`config.mk`:
```
export PLATFORM = sky130hd
export DESIGN_NAME = gpt_timer
export DESIGN_NICKNAME = d
export VERILOG_FILES = /design/src/gpt_pkg.sv /design/src/gpt_channel.sv /design/src/gpt_timer.sv
export SDC_FILE = /design/constraint.sdc
export NUM_CORES = 1
export LEC_CHECK = 0
export ABC_AREA = 0
export BUFFER_PORTS_ARGS = -buffer_cell sky130_fd_sc_hd__buf_2
export CAP_MARGIN = 20
export CORE_MARGIN = 8
export CORE_UTILIZATION = 60
export CTS_CLUSTER_DIAMETER = 30
export CTS_CLUSTER_SIZE = 12
export DETAILED_ROUTE_END_ITERATION = 10
export HOLD_SLACK_MARGIN = 0.12
export PLACE_DENSITY_LB_ADDON = 0.08
export SLEW_MARGIN = 25
export SYNTH_ARGS = -nofsm -noshare
export SYNTH_HDL_FRONTEND = slang
export SYNTH_SLANG_ARGS = --single-unit
```
`constraint.sdc`:
```
create_clock -name core_clk -period 3.1 [get_ports core_clk]
set_input_delay 0.93 -clock core_clk [delete_from_list [all_inputs] [get_ports core_clk]]
set_output_delay 0.93 -clock core_clk [all_outputs]
set_load 0.005 [all_outputs]
```
`src/gpt_pkg.sv`:
```
package gpt_pkg;

    // ------------------------------------------------------------
    // Register indices on the plain register port
    // ------------------------------------------------------------
    localparam int          ADDR_W   = 4;
    localparam int          DATA_W   = 16;
    localparam logic [3:0]  REG_CTRL = 4'h0;
    localparam logic [3:0]  REG_PSC  = 4'h1;
    localparam logic [3:0]  REG_ARR  = 4'h2;
    localparam logic [3:0]  REG_CNT  = 4'h3;
    localparam logic [3:0]  REG_STAT = 4'h4;
    localparam logic [3:0]  REG_MASK = 4'h5;
    localparam logic [3:0]  REG_DMA  = 4'h6;
    localparam logic [3:0]  REG_CHMD = 4'h7;
    localparam logic [3:0]  REG_CCR0 = 4'h8;

    // ------------------------------------------------------------
    // Field positions
    // ------------------------------------------------------------
    localparam int CTRL_EN     = 0;
    localparam int CTRL_DIR    = 1;
    localparam int CTRL_OPM    = 3;
    localparam int CTRL_DBG    = 4;
    localparam int CTRL_SLV    = 5;
    localparam int CTRL_HALL   = 7;
    localparam int STAT_UPD    = 0;
    localparam int STAT_CC     = 1;
    localparam int STAT_TRG    = 5;
    localparam int STAT_W      = 6;
    localparam int MAX_CH      = 4;
    localparam int CHMD_W      = 2;

    // ------------------------------------------------------------
    // Reset values and the unit increment
    // ------------------------------------------------------------
    localparam logic [15:0] ARR_RST = 16'hFFFF;
    localparam logic [15:0] PSC_RST = 16'h0000;
    localparam logic [15:0] ONE     = 16'h0001;

    // ------------------------------------------------------------
    // Modes
    // ------------------------------------------------------------
    typedef enum logic [1:0] {DIR_UP, DIR_DOWN, DIR_CENTER, DIR_RSVD} gpt_dir_t;
    typedef enum logic [1:0] {CH_CAPTURE, CH_COMPARE, CH_PWM, CH_ONEPULSE} gpt_chmode_t;
    typedef enum logic [1:0] {SLV_FREE, SLV_TRGRST, SLV_ENCODER, SLV_LSE} gpt_slave_t;

endpackage : gpt_pkg

```
`src/gpt_channel.sv`:
```
`timescale 1ns/1ps
`default_nettype none
module gpt_channel (
    input  wire logic                 core_clk,
    input  wire logic                 rstn,
    input  wire logic                 ce,
    input  wire gpt_pkg::gpt_chmode_t mode,
    input  wire logic [15:0]          ccr,
    input  wire logic [15:0]          cnt,
    input  wire logic                 tick,
    input  wire logic                 pinIn,
    output logic                      pinOut,
    output logic [15:0]               capVal,
    output logic                      chEvent
);

    // ------------------------------------------------------------
    // Channel state
    // ------------------------------------------------------------
    typedef struct packed {
        logic        prevIn;
        logic        out;
        logic [15:0] cap;
        logic        ev;
    } gpt_ch_state_t;

    gpt_ch_state_t s;
    gpt_ch_state_t next_s;

    // Capture latches the count on a rising input edge; the other modes drive the pin.
    always_comb begin
        next_s = s;
        next_s.prevIn = pinIn;
        next_s.ev = 1'b0;
        case (mode)
            gpt_pkg::CH_CAPTURE: begin
                if (pinIn && !s.prevIn) begin
                    next_s.cap = cnt;
                    next_s.ev = 1'b1;
                end
            end
            gpt_pkg::CH_COMPARE: begin
                if (tick && cnt == ccr) begin
                    next_s.out = !s.out;
                    next_s.ev = 1'b1;
                end
            end
            gpt_pkg::CH_PWM, gpt_pkg::CH_ONEPULSE: begin
                // One-pulse drives the pin exactly as PWM; only the CTRL one-pulse bit stops the counter.
                next_s.out = cnt < ccr;
                next_s.ev = tick && cnt == ccr;
            end
            default: next_s = s;
        endcase
    end

    // Single state register, frozen while the clock enable is low.
    always_ff @(posedge core_clk or negedge rstn) begin
        if (!rstn) begin
            s <= '0;
        end else if (ce) begin
            s <= next_s;
        end
    end

    assign pinOut  = s.out;
    assign capVal  = s.cap;
    assign chEvent = s.ev;

endmodule : gpt_channel
`default_nettype wire

```
`src/gpt_timer.sv`:
```
// Behaviour
// - 16-bit counter, auto-reload, up/down/centre counting.
// - Prescaler divides by any value 1..65536.
// - Full variant: four capture/compare/PWM/one-pulse channels.
// - Reduced variant: two channels, same 16-bit prescaler.
// - Only full variant raises DMA requests.
// - Trigger in and out over timer link.
// - Counter may freeze during debug halt.
// - Full variant decodes quadrature encoder, hall sensors.
// - Reduced variant may count low-speed external clock.
//
// The implementer's own choices: the strobed register port and the address map.
`timescale 1ns/1ps
`default_nettype none
module gpt_timer #(
    parameter int NUM_CH  = 4,
    parameter bit HAS_DMA = 1'b1,
    parameter bit HAS_ENC = 1'b1,
    parameter bit HAS_LSE = 1'b0
) (
    input  wire logic                 core_clk,
    input  wire logic                 rstn,
    input  wire logic                 ce,
    input  wire logic [3:0]           regAddr,
    input  wire logic [15:0]          regWdata,
    input  wire logic                 regWr,
    input  wire logic                 regRd,
    output logic [15:0]               regRdata,
    input  wire logic                 dbgHalt,
    input  wire logic                 lseClk,
    input  wire logic                 trgIn,
    output logic                      trgOut,
    input  wire logic                 encA,
    input  wire logic                 encB,
    input  wire logic [2:0]           hallIn,
    input  wire logic [NUM_CH-1:0]    chIn,
    output logic [NUM_CH-1:0]         chOut,
    output logic                      dmaReq,
    output logic                      irq
);

    // ------------------------------------------------------------
    // State
    // ------------------------------------------------------------
    typedef struct packed {
        logic                          enable;
        gpt_pkg::gpt_dir_t             dir;
        logic                          onePulse;
        logic                          dbgFreeze;
        gpt_pkg::gpt_slave_t           slave;
        logic                          hallEn;
        logic [15:0]                   pscVal;
        logic [15:0]                   psc;
        logic [15:0]                   arr;
        logic [15:0]                   cnt;
        logic                          countDown;
        logic                          stepped;
        logic [gpt_pkg::STAT_W-1:0]    stat;
        logic [gpt_pkg::STAT_W-1:0]    mask;
        logic                          dmaEn;
        logic [NUM_CH-1:0][1:0]        chMode;
        logic [NUM_CH-1:0][15:0]       ccr;
        logic                          lsePrev;
        logic                          trgPrev;
        logic                          encAPrev;
        logic                          encBPrev;
        logic [15:0]                   rdata;
        logic                          irq;
        logic                          trgOut;
        logic                          dmaReq;
    } gpt_state_t;

    gpt_state_t                 s;
    gpt_state_t                 next_s;
    logic                       run;
    logic                       srcTick;
    logic                       encStep;
    logic                       step;
    logic                       down;
    logic                       upd;
    logic                       trgEdge;
    logic [NUM_CH-1:0]          chEv;
    logic [NUM_CH-1:0]          chPin;
    logic [NUM_CH-1:0][15:0]    capVal;

    // True when the port addresses register idx with the given strobe.
    function automatic logic hit(input logic stb, input logic [3:0] a, input logic [3:0] idx);
        hit = stb && a == idx;
    endfunction : hit

    // ------------------------------------------------------------
    // Channels
    // ------------------------------------------------------------
    // Hall sensors are combined by XOR onto channel 0, so a sensor edge captures only when it raises the XOR.
    always_comb begin
        chPin = chIn;
        if (HAS_ENC && s.hallEn) begin
            chPin[0] = ^hallIn;
        end
    end

    for (genvar i = 0; i < NUM_CH; i++) begin : gCh
        gpt_channel uCh (
            .core_clk (core_clk),
            .rstn     (rstn),
            .ce       (ce),
            .mode     (gpt_pkg::gpt_chmode_t'(s.chMode[i])),
            .ccr      (s.ccr[i]),
            .cnt      (s.cnt),
            .tick     (s.stepped),
            .pinIn    (chPin[i]),
            .pinOut   (chOut[i]),
            .capVal   (capVal[i]),
            .chEvent  (chEv[i])
        );
    end

    // ------------------------------------------------------------
    // Counting, registers and events
    // ------------------------------------------------------------
    // Register writes other than the count are applied first so that hardware flag sets win over a clear.
    always_comb begin
        next_s = s;
        next_s.rdata = '0;
        next_s.trgOut = 1'b0;
        next_s.dmaReq = 1'b0;
        next_s.stepped = 1'b0;
        next_s.lsePrev = lseClk;
        next_s.trgPrev = trgIn;
        next_s.encAPrev = encA;
        next_s.encBPrev = encB;
        upd = 1'b0;
        step = 1'b0;
        trgEdge = trgIn && !s.trgPrev;
        run = s.enable && !(s.dbgFreeze && dbgHalt);
        // Quadrature: A leading B counts up, B leading A counts down.
        encStep = HAS_ENC && s.slave == gpt_pkg::SLV_ENCODER
                  && ((encA ^ s.encAPrev) || (encB ^ s.encBPrev));
        case (s.slave)
            gpt_pkg::SLV_FREE, gpt_pkg::SLV_TRGRST: srcTick = 1'b1;
            gpt_pkg::SLV_LSE: srcTick = HAS_LSE && lseClk && !s.lsePrev;
            default: srcTick = 1'b0;
        endcase
        if (encStep) begin
            down = !(encA ^ s.encBPrev);
        end else begin
            down = s.dir == gpt_pkg::DIR_DOWN || (s.dir == gpt_pkg::DIR_CENTER && s.countDown);
        end

        // Register writes.
        if (hit(regWr, regAddr, gpt_pkg::REG_CTRL)) begin
            next_s.enable = regWdata[gpt_pkg::CTRL_EN];
            next_s.dir = gpt_pkg::gpt_dir_t'(regWdata[gpt_pkg::CTRL_DIR +: 2]);
            next_s.onePulse = regWdata[gpt_pkg::CTRL_OPM];
            next_s.dbgFreeze = regWdata[gpt_pkg::CTRL_DBG];
            next_s.slave = gpt_pkg::gpt_slave_t'(regWdata[gpt_pkg::CTRL_SLV +: 2]);
            next_s.hallEn = regWdata[gpt_pkg::CTRL_HALL];
        end
        if (hit(regWr, regAddr, gpt_pkg::REG_PSC)) begin
            next_s.pscVal = regWdata;
        end
        if (hit(regWr, regAddr, gpt_pkg::REG_ARR)) begin
            next_s.arr = regWdata;
        end
        if (hit(regWr, regAddr, gpt_pkg::REG_STAT)) begin
            next_s.stat = s.stat & ~regWdata[gpt_pkg::STAT_W-1:0];
        end
        if (hit(regWr, regAddr, gpt_pkg::REG_MASK)) begin
            next_s.mask = regWdata[gpt_pkg::STAT_W-1:0];
        end
        if (hit(regWr, regAddr, gpt_pkg::REG_DMA)) begin
            next_s.dmaEn = HAS_DMA && regWdata[0];
        end
        if (hit(regWr, regAddr, gpt_pkg::REG_CHMD)) begin
            next_s.chMode = regWdata[NUM_CH*gpt_pkg::CHMD_W-1:0];
        end
        for (int i = 0; i < NUM_CH; i++) begin
            if (hit(regWr, regAddr, gpt_pkg::REG_CCR0 + 4'(i))) begin
                next_s.ccr[i] = regWdata;
            end
        end

        // Prescaler: a divisor of pscVal+1 covers 1 through 65536.
        if (run && (srcTick || encStep)) begin
            if (s.psc >= s.pscVal) begin
                next_s.psc = '0;
                step = 1'b1;
            end else begin
                next_s.psc = s.psc + gpt_pkg::ONE;
            end
        end

        // Counter with reload at either end.
        if (step) begin
            next_s.stepped = 1'b1;
            if (!down) begin
                if (s.cnt >= s.arr) begin
                    upd = 1'b1;
                    if (s.dir == gpt_pkg::DIR_CENTER && !encStep) begin
                        next_s.cnt = s.arr - gpt_pkg::ONE;
                        next_s.countDown = 1'b1;
                    end else begin
                        next_s.cnt = '0;
                    end
                end else begin
                    next_s.cnt = s.cnt + gpt_pkg::ONE;
                end
            end else begin
                if (s.cnt == '0) begin
                    upd = 1'b1;
                    if (s.dir == gpt_pkg::DIR_CENTER && !encStep) begin
                        next_s.cnt = gpt_pkg::ONE;
                        next_s.countDown = 1'b0;
                    end else begin
                        next_s.cnt = s.arr;
                    end
                end else begin
                    next_s.cnt = s.cnt - gpt_pkg::ONE;
                end
            end
        end

        // A trigger edge restarts the count in reset mode; software writes override.
        if (trgEdge && s.slave == gpt_pkg::SLV_TRGRST) begin
            next_s.cnt = '0;
            next_s.psc = '0;
            next_s.countDown = 1'b0;
        end
        if (hit(regWr, regAddr, gpt_pkg::REG_CNT)) begin
            next_s.cnt = regWdata;
        end

        // Event flags set last so that they beat a same-cycle clear.
        if (upd) begin
            next_s.stat[gpt_pkg::STAT_UPD] = 1'b1;
            next_s.trgOut = 1'b1;
            next_s.dmaReq = HAS_DMA && s.dmaEn;
            if (s.onePulse) begin
                next_s.enable = 1'b0;
            end
        end
        if (trgEdge) begin
            next_s.stat[gpt_pkg::STAT_TRG] = 1'b1;
        end
        for (int i = 0; i < NUM_CH; i++) begin
            if (chEv[i]) begin
                next_s.stat[gpt_pkg::STAT_CC + i] = 1'b1;
            end
        end
        next_s.irq = |(next_s.stat & next_s.mask);

        // Read data: one cycle after the strobe, zero otherwise.
        if (regRd) begin
            case (regAddr)
                gpt_pkg::REG_CTRL: begin
                    next_s.rdata[gpt_pkg::CTRL_EN] = s.enable;
                    next_s.rdata[gpt_pkg::CTRL_DIR +: 2] = s.dir;
                    next_s.rdata[gpt_pkg::CTRL_OPM] = s.onePulse;
                    next_s.rdata[gpt_pkg::CTRL_DBG] = s.dbgFreeze;
                    next_s.rdata[gpt_pkg::CTRL_SLV +: 2] = s.slave;
                    next_s.rdata[gpt_pkg::CTRL_HALL] = s.hallEn;
                end
                gpt_pkg::REG_PSC:  next_s.rdata = s.pscVal;
                gpt_pkg::REG_ARR:  next_s.rdata = s.arr;
                gpt_pkg::REG_CNT:  next_s.rdata = s.cnt;
                gpt_pkg::REG_STAT: next_s.rdata[gpt_pkg::STAT_W-1:0] = s.stat;
                gpt_pkg::REG_MASK: next_s.rdata[gpt_pkg::STAT_W-1:0] = s.mask;
                gpt_pkg::REG_DMA:  next_s.rdata[0] = s.dmaEn;
                gpt_pkg::REG_CHMD: next_s.rdata[NUM_CH*gpt_pkg::CHMD_W-1:0] = s.chMode;
                default: begin
                    for (int i = 0; i < NUM_CH; i++) begin
                        if (regAddr == gpt_pkg::REG_CCR0 + 4'(i)) begin
                            // Capture channels show the latched count instead of ccr.
                            if (s.chMode[i] == gpt_pkg::CH_CAPTURE) begin
                                next_s.rdata = capVal[i];
                            end else begin
                                next_s.rdata = s.ccr[i];
                            end
                        end
                    end
                end
            endcase
        end
    end

    // Single state register; the clock enable freezes everything.
    always_ff @(posedge core_clk or negedge rstn) begin
        if (!rstn) begin
            s <= '0;
            s.arr <= gpt_pkg::ARR_RST;
            s.pscVal <= gpt_pkg::PSC_RST;
        end else if (ce) begin
            s <= next_s;
        end
    end

    assign regRdata = s.rdata;
    assign trgOut   = s.trgOut;
    assign dmaReq   = s.dmaReq;
    assign irq      = s.irq;
endmodule : gpt_timer
`default_nettype wire

```
# After elaboration in Yosys (flattened, before gate mapping)
# Cells that the tools add are included.
[word_totals] out_inout_bits=23 wordCells=255 reg_bits=257 input_bits=37
[op_classes] n_eq_ne=36 add_sub_neg=4 n_mux=69 bitwise_logic=6 magnitude_cmp=6 reduce_logical=88
[ops] cell="2-to-1 mux 16 bit" count=17
[ops] cell="== test 16 bit" count=4
[ops] cell="less-than comparator 16 bit" count=4
[ops] cell="one-hot mux 5 bit (8 select lines)" count=1
[ops] cell="2-to-1 mux 17 bit" count=2
[ops] cell="2-to-1 mux 1 bit" count=33
[ops] cell="adder 16 x 1 -> 16 bit (second input constant)" count=2
[ops] cell="greater-or-equal comparator 16 bit" count=2
[ops] cell="one-hot mux 8 bit (4 select lines)" count=1
[ops] cell="subtractor 16 x 1 -> 16 bit (second input constant)" count=2
[ops] cell="logical AND 1 bit" count=28
[ops] cell="AND reduction 3 bit" count=8
[ops] cell="AND reduction 2 bit" count=11
[ops] cell="== test 2 bit (second input constant)" count=10
[ops] cell="2-to-1 mux 18 bit" count=1
[ops] cell="== test 4 x 3 -> 1 bit (second input constant)" count=4
[ops] cell="== test 4 bit (second input constant)" count=4
[ops] cell="zero test 16 bit" count=1
[ops] cell="nonzero test 2 bit" count=7
[ops] cell="bitwise AND 6 bit" count=2
[ops] cell="== test 2 x 1 -> 1 bit (second input constant)" count=6
[ops] cell="zero test 1 bit" count=12
[ops] cell="2-to-1 mux 6 bit" count=2
[ops] cell="one-hot mux 1 bit (3 select lines)" count=4
[ops] cell="other kinds (21)" count=41

# Logic depth before layout (Yosys ltp)
[depth] word_depth=11 ltp_mapped=11 depth_no_buf=9

# By module
# A second synthesis with hierarchy kept.
[unflattened] hier_cells=1667 hier_area_um2=16390.7
[by_module_without_submodules] mod="gpt_timer" area_each_um2=11325.9 cells_each=1175 seq_area_each_um2=4549.4 instances=1
[by_module_without_submodules] mod="gpt_channel" area_each_um2=1266.2 cells_each=123 seq_area_each_um2=475.5 instances=4

# Worst setup path before layout
# No wires, ideal clock.
[synth_path] kind="register to register" startpoint="register s[110] (netlist name)" endpoint="register s[110] (netlist name)" n_path_buf=2 setup_slack_ns=0.299 required_ns=3.035 arrival_ns=2.736 stages_incl_launch_ff=12 cell_sequence="dfrtp_1 > clkbuf_1 > inv_1 > ha_1 > nand2b_1 > a2111o_1 > a31oi_1 > o21ai_1 > buf_2 > o211a_1 > o311ai_0 > o221a_2"
[synth_between] elab_chain_cells=6 elab_cells_between_ends=10
[synth_rtl] element="from (decl)" line="gpt_timer.sv:73" text="gpt_state_t s;"
[synth_rtl] element="from (signal assigned)" line="gpt_timer.sv:293" text="s <= next_s;"
[synth_rtl] element="adder 16 x 1 -> 16 bit (tied with other cells)" line="gpt_timer.sv:206" text="next_s.cnt = s.cnt + gpt_pkg::ONE;"
[synth_rtl] element="2-to-1 mux 16 bit, on equally long branches" line="gpt_timer.sv:197, gpt_timer.sv:209"
[synth_rtl] element="2-to-1 mux 17 bit *" line="gpt_timer.sv:196" text="if (!down) begin"
[synth_rtl] element="2-to-1 mux 18 bit *" line="gpt_timer.sv:194" text="if (step) begin"
[synth_rtl] element="2-to-1 mux 17 bit *" line="gpt_timer.sv:224" text="if (trgEdge && s.slave == gpt_pkg::SLV_TRGRST) begin"
[synth_rtl] element="2-to-1 mux 16 bit *" line="gpt_timer.sv:229" text="if (hit(regWr, regAddr, gpt_pkg::REG_CNT)) begin"
# Every way passes the cells marked *; elsewhere a longest branch is shown, timed or not. The select of a mux whose other input is x is not followed.
# A chain may end at the register's enable or synchronous reset.

# Worst setup path after layout
[layout_path] startpoint="register s[133] (netlist name)" endpoint="register s (netlist bit dmaReq)"
[layout_between] elab_chain_cells=5
[layout_rtl] element="greater-or-equal comparator 16 bit" line="gpt_timer.sv:197" text="if (s.cnt >= s.arr) begin"
[layout_rtl] element="2-to-1 mux 1 bit" line="gpt_timer.sv:197"
[layout_rtl] element="2-to-1 mux 1 bit" line="gpt_timer.sv:196"
[layout_rtl] element="2-to-1 mux 1 bit" line="gpt_timer.sv:194"
[layout_rtl] element="2-to-1 mux 2 bit" line="gpt_timer.sv:234" text="if (upd) begin"
# Every way passes these cells.

==> parameters.txt <==
Parameter                              Value

Status
  Result of the run ... finished, final reports clean

Routing
  Initial DRC count ... 1,489
  Post-detailed-routing wire length ... ~51 mm
  Via count ... about 14,000
  Number of vias per cell after detailed routing ... 6.406
  DRC ... 0
  Drt first pass iters ... 9
  Average routed wire per standard cell ... between 20 and 25 µm
  Count of antenna-violating nets left after detailed routing ... 0

Global routing
  Total GRT Usage ... 32.98%
  Global-route wire length before repair ... approximately 80 mm
  Number of antenna violations at the first check in global routing ... 0
  Maximum number of pins on one net before global-route repair ... 79
  Aggregate global routing overflow ... 0
  Via count of the first global-routing pass ... approximately 14,000

STA
  Worst slew pin tran ... approximately 0.64 ns
  Number of pins exceeding their max-slew limit in the final report ... 0
  RSZ-0062 raised after global routing ... no
  Final Cycle Share ... 93.38%
  Top achievable clock speed ... about 350 MHz
  Worst slew slack as a fraction of its limit ... 56.67%
  Setup TNS Final ... 0 ns
  Number of hold-slack violations in the final timing report ... 0
  Worst clock skew ... 0.02627 ns
  Fin crit period ... 2.895 ns
  Worst-case hold slack ... around 0.35 ns
  Setup violators final ... 0

Clock tree
  Postcts setup bufs ... 0
  Number of H-tree branching levels ... 2
  Clock Pin Slew Worst Setup and Hold Paths ... around 0.05 ns
  Maximum buffer depth of the clock tree ... 3
  TritonCTS clock tree ... built
  Insertion delay to the later sink of the worst-skew pair ... 0.58 ns
  Clock Root Buffer ... sky130_fd_sc_hd__clkbuf_16
  Clock buffer count from CTS ... 57
  Total number of clock tree sinks ... roughly 260

Pwr
  Static leakage power ... around 8.7 nW
  Total power consumption of the routed design ... 16.55 mW
  Max VDD drop ... between 600 and 700 µV
  Total power per unit cell area ... around 900 mW/mm²

Placement
  Quantity of I/O buffers inserted on ports ... 58
  Last weighted congestion value of the routability-driven placer ... 0.9702
  HPWL Detailed ... 36.17 mm
  Placed cells ... ~2,000

Yosys
  #FFs+latches synth ... ~260
  Ys Warns ... 0
  Average instance area after synthesis ... between 9 and 10 µm²
  Post-Syn Nets ... around 1,800
  Dominant register cell in the synthesized netlist ... sky130_fd_sc_hd__dfrtp_1
  Sequential share of the synthesized area ... around two fifths
  Synthesized cell area ... between 0.015 and 0.02 mm²
  Number of flops mapped to enable cells by yosys ... 0
  Synth cell types ... 77
  Cell count after synthesis ... between 1,500 and 2,000
  Post-synthesis async set-or-reset flop share ... 100.0%

Final layout
  Net count reported at finish ... 1,899
  Leading cell type in the layout, fill and taps excluded ... sky130_fd_sc_hd__dfrtp_1
  Final Non-Filler Cells ... 2,144
  Share of cells above drive strength 1 ... around 23%
  Layout fillers ... slightly below 2,000
  Layout area overhead ... 20.50%
  Commonest cells after routing, fill and taps aside ... sky130_fd_sc_hd__dfrtp_1 (241), sky130_fd_sc_hd__nand2_1 (199), sky130_fd_sc_hd__o21ai_0 (148)
  Final antenna diode count ... 0
  End-of-flow core utilization ... 73.02%

Min path
  Worst min-delay path category ... input port to async pin

Setup path
  Worst endpoint data arrival time ... approximately 3.3 ns
  CP bufs+invs ... 1
  Category of cells accounting for the largest share of critical-path delay ... compound AO/OA/AOI/OAI gates
  Largest fanout of any net on the critical path ... 7
  Slowest cell on the critical path ... sky130_fd_sc_hd__dfstp_2
  Highest cell delay on the worst timing path ... 0.60 ns
  Critical Path Source Type ... flop
  Crit. End Element ... flop
  Start-to-end type of the worst setup path ... flop to flop
  Required time at the worst-slack endpoint ... approximately 3.5 ns
  Cells along the critical path ... inv_1, ha_1, a21oi_1, nand2_1, a221oi_2, o21ai_4, mux2_2, and3_1, a22o_1
  Internal reg-to-reg setup slack ... a little over 0.2 ns

Die
  Cell row count ... 59
  Die W ... between 150 and 200 µm
  Area enclosed by the die boundary ... between 0.03 and 0.04 mm²
  Starting Density ... 60.60%
  Die extent in y ... between 150 and 200 µm
  Floorplan Core Area ... roughly 0.026 mm²
  Top-level port count ... 60

Job
  Max-cap violations ... 0
[synthesized netlist by cell type (all sizes together), types with 17 or more instances]
cell type | count | area share (%)
mux2i | 64 | 4.1
ha | 101 | 8.0
mux2 | 99 | 7.1
o21ai | 151 | 4.8
nand3 | 32 | 1.0
o2bb2ai | 17 | 0.95
nand2 | 199 | 4.8
nand4 | 28 | 1.1
nor2 | 69 | 1.6
o22ai | 21 | 0.84
a21oi | 72 | 2.3
buf | 34 | 1.4
xor2 | 21 | 1.2
nor4 | 17 | 0.85
nor2b | 21 | 0.84
and3 | 21 | 0.84
nor3 | 31 | 1.0
clkbuf | 85 | 2.0
dfrtp | 241 | 38
inv | 106 | 2.5
xnor2 | 35 | 2.0
[metrics by stage]
stage               instance area, µm²  worst slack, ns
floorplan                        15700           0.2992
global placement                 16740          0.04116
detailed placement               16740          0.06817
CTS                              18900           0.1208
global route                     18920          0.02611
finish                           18920           0.2053
[flip-flops by register name (all words and copies together) (netlist names)]
name / flops
gCh.uCh.capVal: 64
s: 162
gCh.uCh.chEvent: 4
gCh.uCh.pinOut: 4
gCh.uCh.s: 4
irq: 1
regRdata: 16
dmaReq: 1
trgOut: 1
[final timing paths]
check	startpoint	end	cells past startpoint
max	s[133]	dmaReq	9
min	rstn	s[101]	1
max reg2reg	s[133]	dmaReq	9
min reg2reg	regRdata[5]	regRdata[5]	1
max in group asynchronous	rstn	gCh[2].uCh.capVal[12]	2
min in group core_clk	regRdata[5]	regRdata[5]	1
[metal layers]
layer	vias to the layer above	wire [µm]	global-route usage, %
li1	6171	-	-
met1	6720	21290	44.32
met2	679	23240	51.24
met3	164	4284	5.383
met4	0	2450	16.05
met5	-	0	0
[layout make-up]
cell class                      instances  area [µm²]  area share, %
Clock buffer                           72        1603          8.472
Clock inverter                         35       554.3          2.930
Inverter                              107       401.6          2.123
Multi-Input combinational cell       1178        8374          44.26
Sequential cell                       257        6451          34.10
Tap cell                              335       419.2          2.215
Timing Repair Buffer                  160        1116          5.899
[worst register-to-register path: stages, from the launching register on]
cell                       delay (ns)
sky130_fd_sc_hd__dfstp_2         0.60
sky130_fd_sc_hd__inv_1           0.08
sky130_fd_sc_hd__ha_1            0.33
sky130_fd_sc_hd__a21oi_1         0.18
sky130_fd_sc_hd__nand2_1         0.13
sky130_fd_sc_hd__a221oi_2        0.46
sky130_fd_sc_hd__o21ai_4         0.19
sky130_fd_sc_hd__mux2_2          0.32
sky130_fd_sc_hd__and3_1          0.26
sky130_fd_sc_hd__a22o_1          0.21
[logic make-up (layout without fill, tap and decap cells)]
kind of cell / Yosys count / after routing / synth area share [%]
AO/OA/AOI/OAI: 391 / 391 / 15.99
XOR/XNOR: 56 / 56 / 3.124
adder cells (fa/ha/maj): 101 / 101 / 8.048
buffers and inverters: 226 / 374 / 6.040
flip-flops: 257 / 257 / 41.09
multiplexers: 163 / 163 / 11.18
AND/OR/NAND/NOR: 467 / 467 / 14.54
[where the power goes]
part           switching [mW]  leakage (nW)  internal [mW]
Combinational            2.78          4.50           2.05
Sequential              0.743          3.13           4.28
Clock                    1.98          1.05           4.71
[what timing repair did]
| item | CTS | global route |
|---|---|---|
| resized for setup | 0 | 3 |
| endpoints found under the setup margin | 0 | 17 |
| hold buffers | 0 | 0 |
(Power assumes the default switching activity.)
